**config.mk**
```make
export PLATFORM = sky130hd
export DESIGN_NAME = nacr_regs
export DESIGN_NICKNAME = d
export VERILOG_FILES = /design/src/shared/nacr_pkg.sv /design/src/verilog/nacr_regs.sv
export SDC_FILE = /design/constraint.sdc
export NUM_CORES = 1
export LEC_CHECK = 0
export BUFFER_PORTS_ARGS = -buffer_cell sky130_fd_sc_hd__buf_2
export CAP_MARGIN = 20
export CELL_PAD_IN_SITES_DETAIL_PLACEMENT = 0
export CELL_PAD_IN_SITES_GLOBAL_PLACEMENT = 1
export CORE_MARGIN = 8
export CORE_UTILIZATION = 44
export DETAILED_ROUTE_END_ITERATION = 12
export HOLD_SLACK_MARGIN = 0.08
export PLACE_DENSITY = 0.92
export SETUP_SLACK_MARGIN = 0.02
export SYNTH_ARGS = -nofsm -noshare
export SYNTH_HDL_FRONTEND = slang
export SYNTH_SLANG_ARGS = --single-unit
```
**constraint.sdc**
```tcl
create_clock -name i_mclk -period 5.1 [get_ports i_mclk]
set_input_delay 0.255 -clock i_mclk [delete_from_list [all_inputs] [get_ports i_mclk]]
set_output_delay 0.255 -clock i_mclk [all_outputs]
set_load 0.02 [all_outputs]
```
**src/shared/nacr_pkg.sv**
```systemverilog
// Purpose: Constants and types for the analog front-end configuration registers
// Assumes: Byte addresses on a 12-bit register port, 32-bit data
// Notes:   Reset values hold the internal-use defaults as well
package nacr_pkg;

  // ----------------------------------------------------------------
  // Bus and register map
  // ----------------------------------------------------------------
  localparam int          ADDR_W          = 12;
  localparam int          DATA_W          = 32;
  localparam logic [11:0] CARD_DEMOD_OFS  = 12'h114;
  localparam logic [11:0] GAIN_LOOP_OFS   = 12'h11c;
  localparam logic [11:0] CLK_PHASE_OFS   = 12'h120;

  // ----------------------------------------------------------------
  // Writable widths and reset values
  // ----------------------------------------------------------------
  localparam logic [16:0] CARD_DEMOD_RST  = 17'h1c080;
  localparam logic [3:0]  GAIN_LOOP_RST   = 4'h0;
  localparam logic [6:0]  CLK_PHASE_RST   = 7'h00;

  // ----------------------------------------------------------------
  // Field positions
  // ----------------------------------------------------------------
  localparam int THRESH_LSB   = 12;
  localparam int TAU_LSB      = 10;
  localparam int PD_BIT       = 2;
  localparam int VREF_LSB     = 0;
  localparam int COARSE_LSB   = 0;

  // ----------------------------------------------------------------
  // Phase arithmetic, degrees
  // ----------------------------------------------------------------
  localparam logic [8:0] COARSE_STEP_DEG = 9'h02d;
  localparam logic [8:0] FINE_STEP_DEG   = 9'h005;
  localparam logic [8:0] FULL_TURN_DEG   = 9'h168;

  typedef struct packed {
    logic [1:0] card_demod_threshold;
    logic [1:0] card_demod_time_constant;
    logic       gain_loop_powerdown;
    logic [1:0] gain_loop_ref_select;
    logic [2:0] coarse_phase_select;
  } nacr_ana_s;

endpackage : nacr_pkg

```
**src/verilog/nacr_regs.sv**
```systemverilog
// Purpose: Analog front-end configuration register bank
// Assumes: Fine phase offset and sign come from a register on the same clock
// Notes:   Static controls drive analog circuits straight from flops
//          Unmapped addresses ignore writes and read zero
//
// What this block does
// - Two-bit threshold field, reset 0, selects 30, 50, 65 or 80 percent.
// - Two-bit time-constant field, reset 0: 8, 2, 5 us; code 3 forbidden.
// - Two-bit gain-loop reference field, reset 0: 1.15, 1.4, 1.5, 1.6 V.
// - Three-bit coarse phase field, reset 0, 45 degrees per code step.
// - Effective phase is coarse setting plus fine offset in 5 degree steps.
`timescale 1ns/1ps

module nacr_regs
  import nacr_pkg::*;
(
  input  wire logic              i_mclk,
  input  wire logic              i_reset,
  input  wire logic [ADDR_W-1:0] i_addr,
  input  wire logic [DATA_W-1:0] i_wdata,
  input  wire logic              i_wr,
  input  wire logic              i_rd,
  input  wire logic [2:0]        i_fine_phase_offset,
  input  wire logic              i_fine_phase_negative,
  output logic      [DATA_W-1:0] o_rdata,
  output nacr_ana_s              o_ana,
  output logic      [8:0]        o_clock_phase_deg
);

  // ----------------------------------------------------------------
  // Helpers
  // ----------------------------------------------------------------
  function automatic logic hit(input logic [ADDR_W-1:0] a, input logic [11:0] ofs);
    hit = (a == ofs);
  endfunction

  // Coarse code to degrees
  function automatic logic [8:0] coarse_deg_of(input logic [2:0] code);
    coarse_deg_of = 9'(COARSE_STEP_DEG * {6'h00, code});
  endfunction

  // Fine code to degrees
  function automatic logic [8:0] fine_deg_of(input logic [2:0] code);
    fine_deg_of = 9'(FINE_STEP_DEG * {6'h00, code});
  endfunction

  // Sum kept inside one turn; positive sum never passes a full turn
  function automatic logic [8:0] phase_sum(input logic [8:0] c, input logic [8:0] f, input logic neg);
    if (neg && (f > c)) begin
      phase_sum = 9'(FULL_TURN_DEG + c - f);
    end else if (neg) begin
      phase_sum = 9'(c - f);
    end else begin
      phase_sum = 9'(c + f);
    end
  endfunction

  // ----------------------------------------------------------------
  // Register state
  // ----------------------------------------------------------------
  logic [16:0]       card_demod_r;
  logic [16:0]       card_demod_nxt;
  logic [3:0]        gain_loop_r;
  logic [3:0]        gain_loop_nxt;
  logic [6:0]        clk_phase_r;
  logic [6:0]        clk_phase_nxt;
  logic [DATA_W-1:0] rdata_r;
  logic [DATA_W-1:0] rdata_nxt;
  nacr_ana_s         ana_r;
  nacr_ana_s         ana_nxt;
  logic [8:0]        phase_r;
  logic [8:0]        phase_nxt;
  logic [8:0]        coarse_deg;
  logic [8:0]        fine_deg;
  logic              wr_card;
  logic              wr_gain;
  logic              wr_clk;
  logic              rd_card;
  logic              rd_gain;
  logic              rd_clk;

  // ----------------------------------------------------------------
  // Access decode
  // ----------------------------------------------------------------
  // Exact match only, so no alias of a register can write it
  always_comb begin
    wr_card = i_wr && hit(i_addr, CARD_DEMOD_OFS);
    wr_gain = i_wr && hit(i_addr, GAIN_LOOP_OFS);
    wr_clk  = i_wr && hit(i_addr, CLK_PHASE_OFS);
    rd_card = i_rd && hit(i_addr, CARD_DEMOD_OFS);
    rd_gain = i_rd && hit(i_addr, GAIN_LOOP_OFS);
    rd_clk  = i_rd && hit(i_addr, CLK_PHASE_OFS);
  end

  // ----------------------------------------------------------------
  // Card-mode demodulator register
  // ----------------------------------------------------------------
  always_comb begin
    card_demod_nxt = card_demod_r;
    if (wr_card) begin
      // Time-constant code 3 is stored as written
      card_demod_nxt = i_wdata[16:0];
    end
  end

  always_ff @(posedge i_mclk or posedge i_reset) begin
    if (i_reset) begin
      // Internal-use bits start at their front-end defaults
      card_demod_r <= CARD_DEMOD_RST;
    end else begin
      card_demod_r <= card_demod_nxt;
    end
  end

  // ----------------------------------------------------------------
  // Gain-loop register
  // ----------------------------------------------------------------
  always_comb begin
    gain_loop_nxt = gain_loop_r;
    if (wr_gain) begin
      // Bit 3 is kept as written, no masking
      gain_loop_nxt = i_wdata[3:0];
    end
  end

  always_ff @(posedge i_mclk or posedge i_reset) begin
    if (i_reset) begin
      gain_loop_r <= GAIN_LOOP_RST;
    end else begin
      gain_loop_r <= gain_loop_nxt;
    end
  end

  // ----------------------------------------------------------------
  // Coarse clock phase register
  // ----------------------------------------------------------------
  always_comb begin
    clk_phase_nxt = clk_phase_r;
    if (wr_clk) begin
      clk_phase_nxt = i_wdata[6:0];
    end
  end

  always_ff @(posedge i_mclk or posedge i_reset) begin
    if (i_reset) begin
      clk_phase_r <= CLK_PHASE_RST;
    end else begin
      clk_phase_r <= clk_phase_nxt;
    end
  end

  // ----------------------------------------------------------------
  // Read port, one cycle latency, unmapped reads zero
  // ----------------------------------------------------------------
  // Read-only bits return zero whatever was written there
  always_comb begin
    rdata_nxt = '0;
    if (rd_card) begin
      rdata_nxt = {15'h0000, card_demod_r};
    end else if (rd_gain) begin
      rdata_nxt = {28'h0000000, gain_loop_r};
    end else if (rd_clk) begin
      rdata_nxt = {25'h0000000, clk_phase_r};
    end
  end

  always_ff @(posedge i_mclk or posedge i_reset) begin
    if (i_reset) begin
      rdata_r <= '0;
    end else begin
      rdata_r <= rdata_nxt;
    end
  end

  // ----------------------------------------------------------------
  // Analog controls
  // ----------------------------------------------------------------
  // Next values used so controls move on the write edge itself
  always_comb begin
    ana_nxt.card_demod_threshold     = card_demod_nxt[THRESH_LSB +: 2];
    ana_nxt.card_demod_time_constant = card_demod_nxt[TAU_LSB +: 2];
    ana_nxt.gain_loop_powerdown      = gain_loop_nxt[PD_BIT];
    ana_nxt.gain_loop_ref_select     = gain_loop_nxt[VREF_LSB +: 2];
    ana_nxt.coarse_phase_select      = clk_phase_nxt[COARSE_LSB +: 3];
  end

  always_ff @(posedge i_mclk or posedge i_reset) begin
    if (i_reset) begin
      ana_r <= '0;
    end else begin
      ana_r <= ana_nxt;
    end
  end

  // ----------------------------------------------------------------
  // Effective clock phase
  // ----------------------------------------------------------------
  // Fine inputs are levels from logic on this clock, not synchronised
  always_comb begin
    coarse_deg = coarse_deg_of(ana_nxt.coarse_phase_select);
    fine_deg   = fine_deg_of(i_fine_phase_offset);
    phase_nxt  = phase_sum(coarse_deg, fine_deg, i_fine_phase_negative);
  end

  always_ff @(posedge i_mclk or posedge i_reset) begin
    if (i_reset) begin
      phase_r <= '0;
    end else begin
      phase_r <= phase_nxt;
    end
  end

  // ----------------------------------------------------------------
  // Outputs
  // ----------------------------------------------------------------
  assign o_rdata           = rdata_r;
  assign o_ana             = ana_r;
  assign o_clock_phase_deg = phase_r;

endmodule // nacr_regs

```
==> results of run 1 <==
==> through the flow <==
step | setup WS [ps] | total power, mW | instances
2_1_floorplan | 1270 | 0.5414 | 322
3_3_place_gp | 725.1 | 0.5729 | 466
3_5_place_dp | 670.5 | 0.5750 | 466
4_1_cts | 1010 | 0.8217 | 474
5_1_grt | 684.9 | 0.8510 | 476
6_report | 1026 | 0.8077 | 476
==> placed cells by master, fill, tap and decap left out, types with 5 or more instances in the layout <==
cell      Yosys  routed
buf_2         1      72
dfrtp_1      50      50
ha_1         32      32
inv_1        31      30
mux2_2       27      27
conb_1        1      15
nand2_1      13      13
nor2_1       13      13
and2_1       12      12
a21oi_1      11      11
mux2i_1       8       8
fa_1          7       7
xor2_1        6       6
o21ai_0       5       5
clkbuf_8      0       5
==> report_power, final <==
group          internal [mW]  switching (mW)
clock                 0.0992           0.141
sequential             0.437         0.00229
combinational         0.0478          0.0804
total                  0.584           0.223
==> cell families (layout without fill, tap and decap cells) <==
kind of cell | after synthesis | count (layout) | synth area share, %
AOI/OAI and AO/OA | 44 | 44 | 9.975
xor gates and xnor gates | 12 | 12 | 3.432
adders and majority gates | 39 | 39 | 15.44
buffers and inverters | 61 | 113 | 9.474
DFF | 54 | 54 | 38.76
muxes | 37 | 37 | 12.05
other | 1 | 15 | 0.1072
and+or+nand+nor | 60 | 60 | 10.76
==> sequential cells by signal, summed over array words and instances (netlist names) <==
register	cells
clk_phase_r	7
card_demod_r	15
gain_loop_r	3
o_clock_phase_deg	9
o_rdata	17
o_ana	3
==> repair_timing <==
action,CTS,global route
hold buffers,0,1
endpoints found under the hold margin,0,7
gates resized for setup,0,0
==> worst paths after layout <==
| kind | start | end | slack [ps] | cells past startpoint |
|---|---|---|---|---|
| setup / recovery | i_addr[11] | o_clock_phase_deg[2] | 1030 | 13 |
| hold / removal | i_wdata[10] | o_ana[6] | 170 | 2 |
| setup reg to reg | clk_phase_r[1] | o_clock_phase_deg[2] | 1320 | 10 |
| hold reg to reg | card_demod_r[8] | o_rdata[8] | 480 | 1 |
| max in group asynchronous | i_reset | card_demod_r[15] | 4150 | 4 |
| min in group asynchronous | i_reset | o_ana[6] | 400 | 3 |
==> area by class of cell <==
| type | count | area (um^2) |
|---|---|---|
| clock inverter | 3 | 25.02 |
| clock buffer | 5 | 68.82 |
| tap | 102 | 127.6 |
| inverter | 31 | 116.4 |
| fill | 701 | 3779 |
| timing repair buffer | 74 | 390.4 |
| multi-input combinational | 207 | 1864 |
| sequential | 54 | 1356 |
==> cell usage after synthesis (all sizes together), types with 2 or more instances <==
cell type	number
dfrtp	50
ha	32
inv	31
buf	28
mux2	28
nor2	14
nand2	13
and2	12
a21oi	11
mux2i	9
fa	7
o21ai	7
xor2	7
xnor2	5
a222oi	4
dfstp	4
nand2b	4
nand3	4
a21o	3
a22o	3
a311oi	2
clkbuf	2
nand4	2
nor2b	2
nor4b	2
o22a	2
o31ai	2
==> per-layer routing <==
metal,part of all wire (%),up-vias
li1,-,1140
met1,45,1093
met2,48,53
met3,5.7,4
met4,0.73,0
met5,0,-
==> metrics.txt, run 1 <==
status=finished, final reports clean; ant diodes=0; H-tree depth=2; Final Wtd Congestion=approximately 0.84; top cells by area, synth=dfrtp_1 (36%), ha_1 (11%), mux2_2 (8.7%), buf_4 (5.4%), fa_1 (4.0%); Hold Path Class=in2reg; final worst-path cycle share=79.88%; DR DRC count=0; Layout Utilization=slightly above 50%; port buffer count=between 70 and 80; First DRT Iteration DRCs=104; Worst setup SP type=input pin; critical path cell sequence=buf_2, nor4_4, nand4_4, mux2_2, ha_1, ha_1, fa_1, ha_1, a21oi_1, o22a_1, a311oi_4, and2_1, mux2_4; CP most frequent cell=ha_1; hold_ws=174.9 ps; CP peak stage delay=510 ps; Arrival @ worst endpoint=about 4300 ps; pwr/cell area=slightly above 200 nW/um^2; Worst setup EP type=register; # rows=32; sequential element share of the synthesized area=roughly two fifths; antenna-violating nets left=0; M3 GR Usage=under 10%; Pre-Repair DR Iteration Count=4; root buf cell=clkbuf_8; Worst-Skew Late Latency=~300 ps; Tot GR Track Use=12.77%; max-slew violations=0; TritonCTS Buffers=5; Worst Clk Skew=between 4 and 5 ps; Ports=103; GR Layer Usage met2=approximately 23%; clock-pin slew on the worst setup and hold paths=100 ps; dominant synthesized flop cell=dfrtp_1; Worst path slowest cell=fa_1; Mapped Area=3500 um^2; Hold Fails Final Rpt=0; first-pass GRT wire length=about 12 mm; core box area=7727 um^2; #FFs+latches synth=between 50 and 60; Top Usage Layer GRT=met2; Critical Path Fanout Max=10; post-route design area=around 4000 um^2; Worst Tran Pin Value=1011 ps; Avg Cell Area, Syn=about 11 um^2; Initial Util=approximately 45%; Max clock buf depth=2; drt total wl=roughly 7 mm; WP data required=~5300 ps; # Max-Cap Violations=0; largest net degree at the start of global routing=55; CTS Sinks=between 50 and 60; maximum VDD drop=~0.095 mV; post-CTS setup buffers=0; Crit path max-delay family=adder cells; share of cells above drive strength 1=between 30% and 40%; Setup CP Type=in2reg; GR Layer Usage met1=15.03%; dpl hpwl=roughly 5.6 mm; Synth top area share=about 36%; Rel. slew slack=roughly 32%; DP Area=~3800 um^2; initial antenna violation count=0; RSZ-0062 raised after global routing=false; vias per inst=between 4 and 5; Area Overhead vs Synth=12.84%; Async SR Flop Fraction=100.0%; total of warnings raised by yosys=0; Die Wd=about 110 um; vias in the first global route=2430; Final Setup Violations=0; maximum clock frequency=about 250 MHz; Die ar.=around 11000 um^2; library cells used by synthesis=57; post-synth top area cell=dfrtp_1; TritonCTS clock tree=done; # nets final=~460; Die Height=105.2 um; crit path time final=4074 ps; crit path buf inv count=1; Post-synth EDFFs=0; setup TNS=0 ps; WL/cell=between 10 and 15 um; P_leak=2.163 nW; total grt overflow=0; Synth Instances=between 300 and 400; vias post-DR=2290
Power figures use the tool's default switching activity.
==> inputs of run 2 (changes only) <==
ABC_AREA = 1   (was not set)
CORE_UTILIZATION = 38   (was 44)
PLACE_DENSITY = 0.85   (was 0.92)
clock period = 3.9 ns   (was 5.1 ns; I/O delays follow)
==> metrics.txt, run 2 <==
top cells by area, synth=dfrtp_1 (34%), ha_1 (11%), nand2_1 (7.1%), inv_1 (6.1%), buf_4 (5.2%); sequential element share of the synthesized area=37.33%; library cells used by synthesis=37; Area Overhead vs Synth=16.63%; # rows=35; vias post-DR=between 2000 and 3000; # nets final=~600; Die Wd=~110 um; Die Height=roughly 110 um; Worst path slowest cell=fa_1; WP data required=just over 4000 ps; DR DRC count=0; CTS Sinks=54; placed cells=roughly 630; Worst Tran Pin Value=between 500 and 600 ps; Setup CP Type=in2reg; Fillers=between 900 and 1000; Layout Cells excl Fill=between 600 and 700; # Max-Cap Violations=0; Tot GR Track Use=between 10 and 15%; post-route design area=between 4000 and 5000 um^2; total of warnings raised by yosys=0; first-pass GRT wire length=approximately 14 mm; Worst setup SP type=input pin; largest net degree at the start of global routing=55; H-tree depth=2; Async SR Flop Fraction=100.0%; Ports=103; crit path buf inv count=6; Max clock buf depth=2; max reg flops=17; maximum VDD drop=~0.12 mV; Initial Util=39.32%; First DRT Iteration DRCs=around 110; Mapped Area=3633 um^2; top cells by count, synth=nand2_1 (69), inv_1 (59), dfrtp_1 (50); antenna-violating nets left=0; Rel. slew slack=between 60% and 70%; Worst Clk Skew=6.383 ps; Synth Instances=about 440; post-synth top area cell=dfrtp_1; Post-synth EDFFs=0; #FFs+latches synth=between 50 and 60; Hold Fails Final Rpt=0; Hold Path Class=in2reg; critical path cell sequence=buf_2, nor2_4, nand2_2, nor2_4, nand3_2, buf_4, nand2_1, o21ai_0, buf_4, ha_1, ha_1, fa_1, xnor2_2, inv_1, ha_1, inv_1, nor2_1, a21oi_1, inv_1, nor2_1, nand4_1, nand3_1, nand3_1; TritonCTS clock tree=done; initial antenna violation count=0; Worst-Skew Late Latency=approximately 300 ps; clock-pin slew on the worst setup and hold paths=around 90 ps; Final Setup Violations=0; Pre-Repair DR Iteration Count=4; Crit path max-delay family=adder cells; commonest cells after routing, fill and taps aside=buf_2 (72), nand2_1 (69), inv_1 (57); dominant synthesized flop cell=dfrtp_1; root buf cell=clkbuf_8; P_leak=2.371 nW; port buffer count=72; final worst-path cycle share=around nine tenths; WL/cell=between 10 and 15 um; maximum clock frequency=slightly below 300 MHz; pwr/cell area=approximately 260 nW/um^2; vias per inst=4.564; Critical Path Fanout Max=4; commonest non-fill, non-tap cell in the layout=buf_2; Final Wtd Congestion=about 0.84; crit path time final=3456 ps; vias in the first global route=2949; DP Area=4098 um^2; Synth top area share=between 30% and 40%; Avg Cell Area, Syn=8.334 um^2; share of cells above drive strength 1=between 20% and 30%; TritonCTS Buffers=5; Die ar.=12950 um^2; dpl hpwl=between 6 and 7 mm; core box area=~9200 um^2; drt total wl=~8 mm; count leader, synth=nand2_1; ant diodes=0; Worst setup EP type=register; total grt overflow=0; max-slew violations=0; Arrival @ worst endpoint=~3600 ps; RSZ-0062 raised after global routing=false; status=finished, final reports clean; CP peak stage delay=around 430 ps
[run 2: cell types whose count changed after synthesis, moves of 12 or more]
cell	delta
nor2_1	+28
nand2_1	+56
mux2_2	-27
inv_1	+28
nand3_1	+31
and2_1	-12
o21ai_0	+20
[run 2: cell type report]
cell class	count	area [um^2]	area share (%)
clock inverters	2	12.51	0.2952
inverters	63	236.5	5.580
clock buffers	6	82.58	1.949
flip-flops and latches	54	1356	32.00
multi-input cells	300	1871	44.14
well taps	129	161.4	3.809
repair buffers	91	518.0	12.22
[run 2: cell families (layout without fill, tap and decap cells)]
group,count (synthesis),count (layout),share of synthesized area (%)
other,1,15,0.1032
buffers and inverters,96,162,12.84
AOI/OAI and AO/OA,61,61,9.504
DFF,54,54,37.33
and+or+nand+nor,176,176,23.18
adders and majority gates,39,39,14.88
xor gates and xnor gates,9,9,2.170
[run 2: where the power goes]
| part | switching [mW] | leakage [nW] | internal [mW] |
|---|---|---|---|
| clock | 0.171 | 0.0472 | 0.143 |
| sequential | 0.00259 | 0.687 | 0.572 |
| combinational | 0.135 | 1.64 | 0.0763 |
[run 2: worst reg2reg max path, stage by stage, from the launching register on]
cell and delay [ps]:
dfrtp_1 400, inv_1 80, nand2_1 50, o21ai_1 180, inv_2 110, ha_1 290
ha_1 210, fa_1 430, xnor2_2 170, inv_1 110, ha_1 320, inv_1 120
nor2_1 50, a21oi_1 220, inv_1 70, nor2_1 210, nand4_1 110, nand3_1 100
nand3_1 80
[run 2: path summary, 6_finish.rpt]
kind	start	to	slack (ps)	cells after the start
worst min register to register	card_demod_r[15]	card_demod_r[15]	480	2
worst min-delay path	i_wdata[15]	card_demod_r[15]	130	3
max in group asynchronous	i_reset	card_demod_r[15]	3000	4
min in group asynchronous	i_reset	o_clock_phase_deg[1]	350	3
worst max-delay path	i_addr[1]	o_clock_phase_deg[8]	440	23
worst max register to register	clk_phase_r[1]	o_clock_phase_deg[8]	480	18
[run 2: per-stage QoR]
stage | util (%) | TNS (ps) | power, mW | worst slack, ps | hold slack (ps)
final | 45.86 | 0 | 1.099 | 443.6 | 133.9
after global routing | 45.86 | 0 | 1.160 | 26.29 | 121.5
after CTS | 45.38 | 0 | 1.110 | 295.0 | 124.0
after detailed placement | 44.35 | -6.914 | 0.7950 | -6.914 | 448.6
after global placement | 44.35 | 0 | 0.7933 | 35.94 | 442.8
after floorplan | - | 0 | 0.7385 | 236.0 | 325.1
[run 2: what timing repair did]
action	4_1_cts	5_1_grt
endpoints found under the hold margin	0	8
endpoints found under the setup margin	0	3
buffers inserted	0	1
resized for setup	0	3
hold buffers	0	1
[run 2: per-layer routing]
layer	vias to the layer above	global-route usage, %	routed length, um
met5	-	0	0
met4	0	3.461	108
met3	8	2.324	407
met2	68	22.25	3861
met1	1360	15.95	3698
li1	1508	-	-
==> inputs of run 3 (changes only) <==
==> constraint.sdc (replaced) <==
create_clock -name i_mclk -period 3.9 [get_ports i_mclk]
set_input_delay 0.39 -clock i_mclk [delete_from_list [all_inputs] [get_ports i_mclk]]
set_output_delay 0.39 -clock i_mclk [all_outputs]
set_load 0.02 [all_outputs]
==> metrics.txt, run 3 (synthesized netlist as in run 2, its figures left out) <==
status=finished, final reports clean; crit path time final=3625 ps; clock-pin slew on the worst setup and hold paths=90 ps; total grt overflow=0; vias post-DR=roughly 3000; crit path buf inv count=4; RSZ-0062 raised after global routing=false; max-slew violations=0; Worst Tran Pin Value=between 500 and 600 ps; Max clock buf depth=2; Final WS setup=approximately 280 ps; # Max-Cap Violations=0; First DRT Iteration DRCs=between 100 and 150; TritonCTS clock tree=done; vias in the first global route=roughly 2900; dpl hpwl=6.725 mm; maximum clock frequency=275.9 MHz; pwr/cell area=roughly 270 nW/um^2; R2R depth=19; Die ar.=between 10000 and 15000 um^2; maximum VDD drop=0.2042 mV; P_leak=2.427 nW; Critical R2R Capture=o_clock_phase_deg[7]; Worst path slowest cell=fa_2; Final Wtd Congestion=just over 0.8; initial antenna violation count=0; Die Wd=around 110 um; Worst setup EP type=register; Critical Path Fanout Max=11; Area Overhead vs Synth=19.39%; port buffer count=between 70 and 80; WP data required=~4100 ps; ant diodes=0; Hold Path Class=in2reg; max reg flops=17; # rows=35; antenna-violating nets left=0; Pre-Repair DR Iteration Count=4; Final Setup Violations=0; Ports=roughly 100; critical hold path startpoint=i_wdata[15]; Worst Clk Skew=5.303 ps; critical path cell sequence=buf_2, nor2_4, nand2_2, nor2_4, nand3_2, buf_4, nand2_1, o21ai_0, buf_4, ha_1, ha_1, fa_2, ha_1, inv_2, a21oi_1, nand2_1, nor2_1, nor2_1, nor2_4, nand3_4, nand2_1, nand2_1, nand2_1, nand2_1; Hold Fails Final Rpt=0; Hold EP=card_demod_r[15]; core box area=9240 um^2; CP most frequent cell=nand2_1; Setup CP Type=in2reg; Crit Reg-Reg Startpoint=clk_phase_r[1]; TritonCTS Buffers=5; pre-CTS WS=-230.5 ps; Worst Hold Depth=3; commonest cells after routing, fill and taps aside=buf_2 (72), nand2_1 (69), inv_1 (58); Layout Utilization=46.95%; Initial Util=about 40%; commonest non-fill, non-tap cell in the layout=buf_2; share of cells above drive strength 1=roughly 28%; post-route design area=approximately 4300 um^2; Worst-Skew Late Latency=300 ps; drt total wl=between 8 and 9 mm; DR DRC count=0; # nets final=slightly above 600; CTS Sinks=54; Die Height=113.8 um; Arrival @ worst endpoint=about 3800 ps; first-pass GRT wire length=~14 mm; final worst-path cycle share=between 90 and 100%; CP peak stage delay=between 400 and 500 ps; vias per inst=approximately 4.5; root buf cell=clkbuf_8; Crit path max-delay family=simple AND/OR/NAND/NOR gates; total power=around 1.2 mW; DP Area=~4200 um^2; H-tree depth=2; flop-to-flop setup slack=about 480 ps; Worst setup SP type=input pin; Tot GR Track Use=around 13%; WL/cell=~12 um; largest net degree at the start of global routing=55; Rel. slew slack=61.28%
## run 3: layer usage
layer  track usage, %  share of wire (%)  vias to the layer above
met5                0                  0                        -
met4            3.283               0.57                        0
met3            2.747                5.8                        5
met2            21.81                 48                       69
met1            15.81                 45                     1364
li1                 -                  -                     1525
## run 3: what timing repair did
item,in CTS,in global routing
hold buffers,0,1
setup buffers,0,0
resized for setup,0,4
setup endpoints to repair,0,7
hold endpoints to repair,0,15
## run 3: report_power, final
| part | leakage [nW] | internal (mW) | switching [mW] |
|---|---|---|---|
| Combinational | 1.69 | 0.0862 | 0.137 |
| Clock | 0.0514 | 0.192 | 0.173 |
| Sequential | 0.687 | 0.572 | 0.00320 |
## run 3: final cells by class
class / count / area, um^2
Inverter: 63 / 236.5
Clock buffer: 6 / 72.57
Fill cell: 930 / 4902
Tap cell: 129 / 161.4
Timing Repair Buffer: 102 / 600.6
Multi-Input combinational cell: 300 / 1873
Sequential cell: 54 / 1356
Clock inverter: 2 / 37.54
## run 3: tightest hold or removal path: cells and delay by family
family | cells | cell delay [ps]
AND/OR/NAND/NOR | 1 | 90
AO/OA/AOI/OAI | 1 | 50
buffers and inverters | 1 | 100
## run 3: stage by stage
step	setup TNS [ps]	instances	hold slack, ps
3_5_place_dp	-1115	646	468.5
6_report	0	656	321.2
3_3_place_gp	-691.8	646	460.9
2_1_floorplan	0	450	451.4
4_1_cts	0	654	313.2
5_1_grt	0	656	319.1
## run 3: worst max-delay path by stage
stage | cells past startpoint | slack, ps | from | end
2_1_floorplan | 23 | 40 | i_addr[8] | o_clock_phase_deg[7]
3_3_place_gp | 21 | -190 | i_addr[7] | o_clock_phase_deg[8]
3_5_place_dp | 21 | -230 | i_addr[1] | o_clock_phase_deg[8]
4_1_cts | 21 | 80 | i_addr[1] | o_clock_phase_deg[8]
5_1_grt | 25 | 20 | i_addr[11] | o_clock_phase_deg[6]
6_report | 24 | 280 | i_addr[1] | o_clock_phase_deg[7]
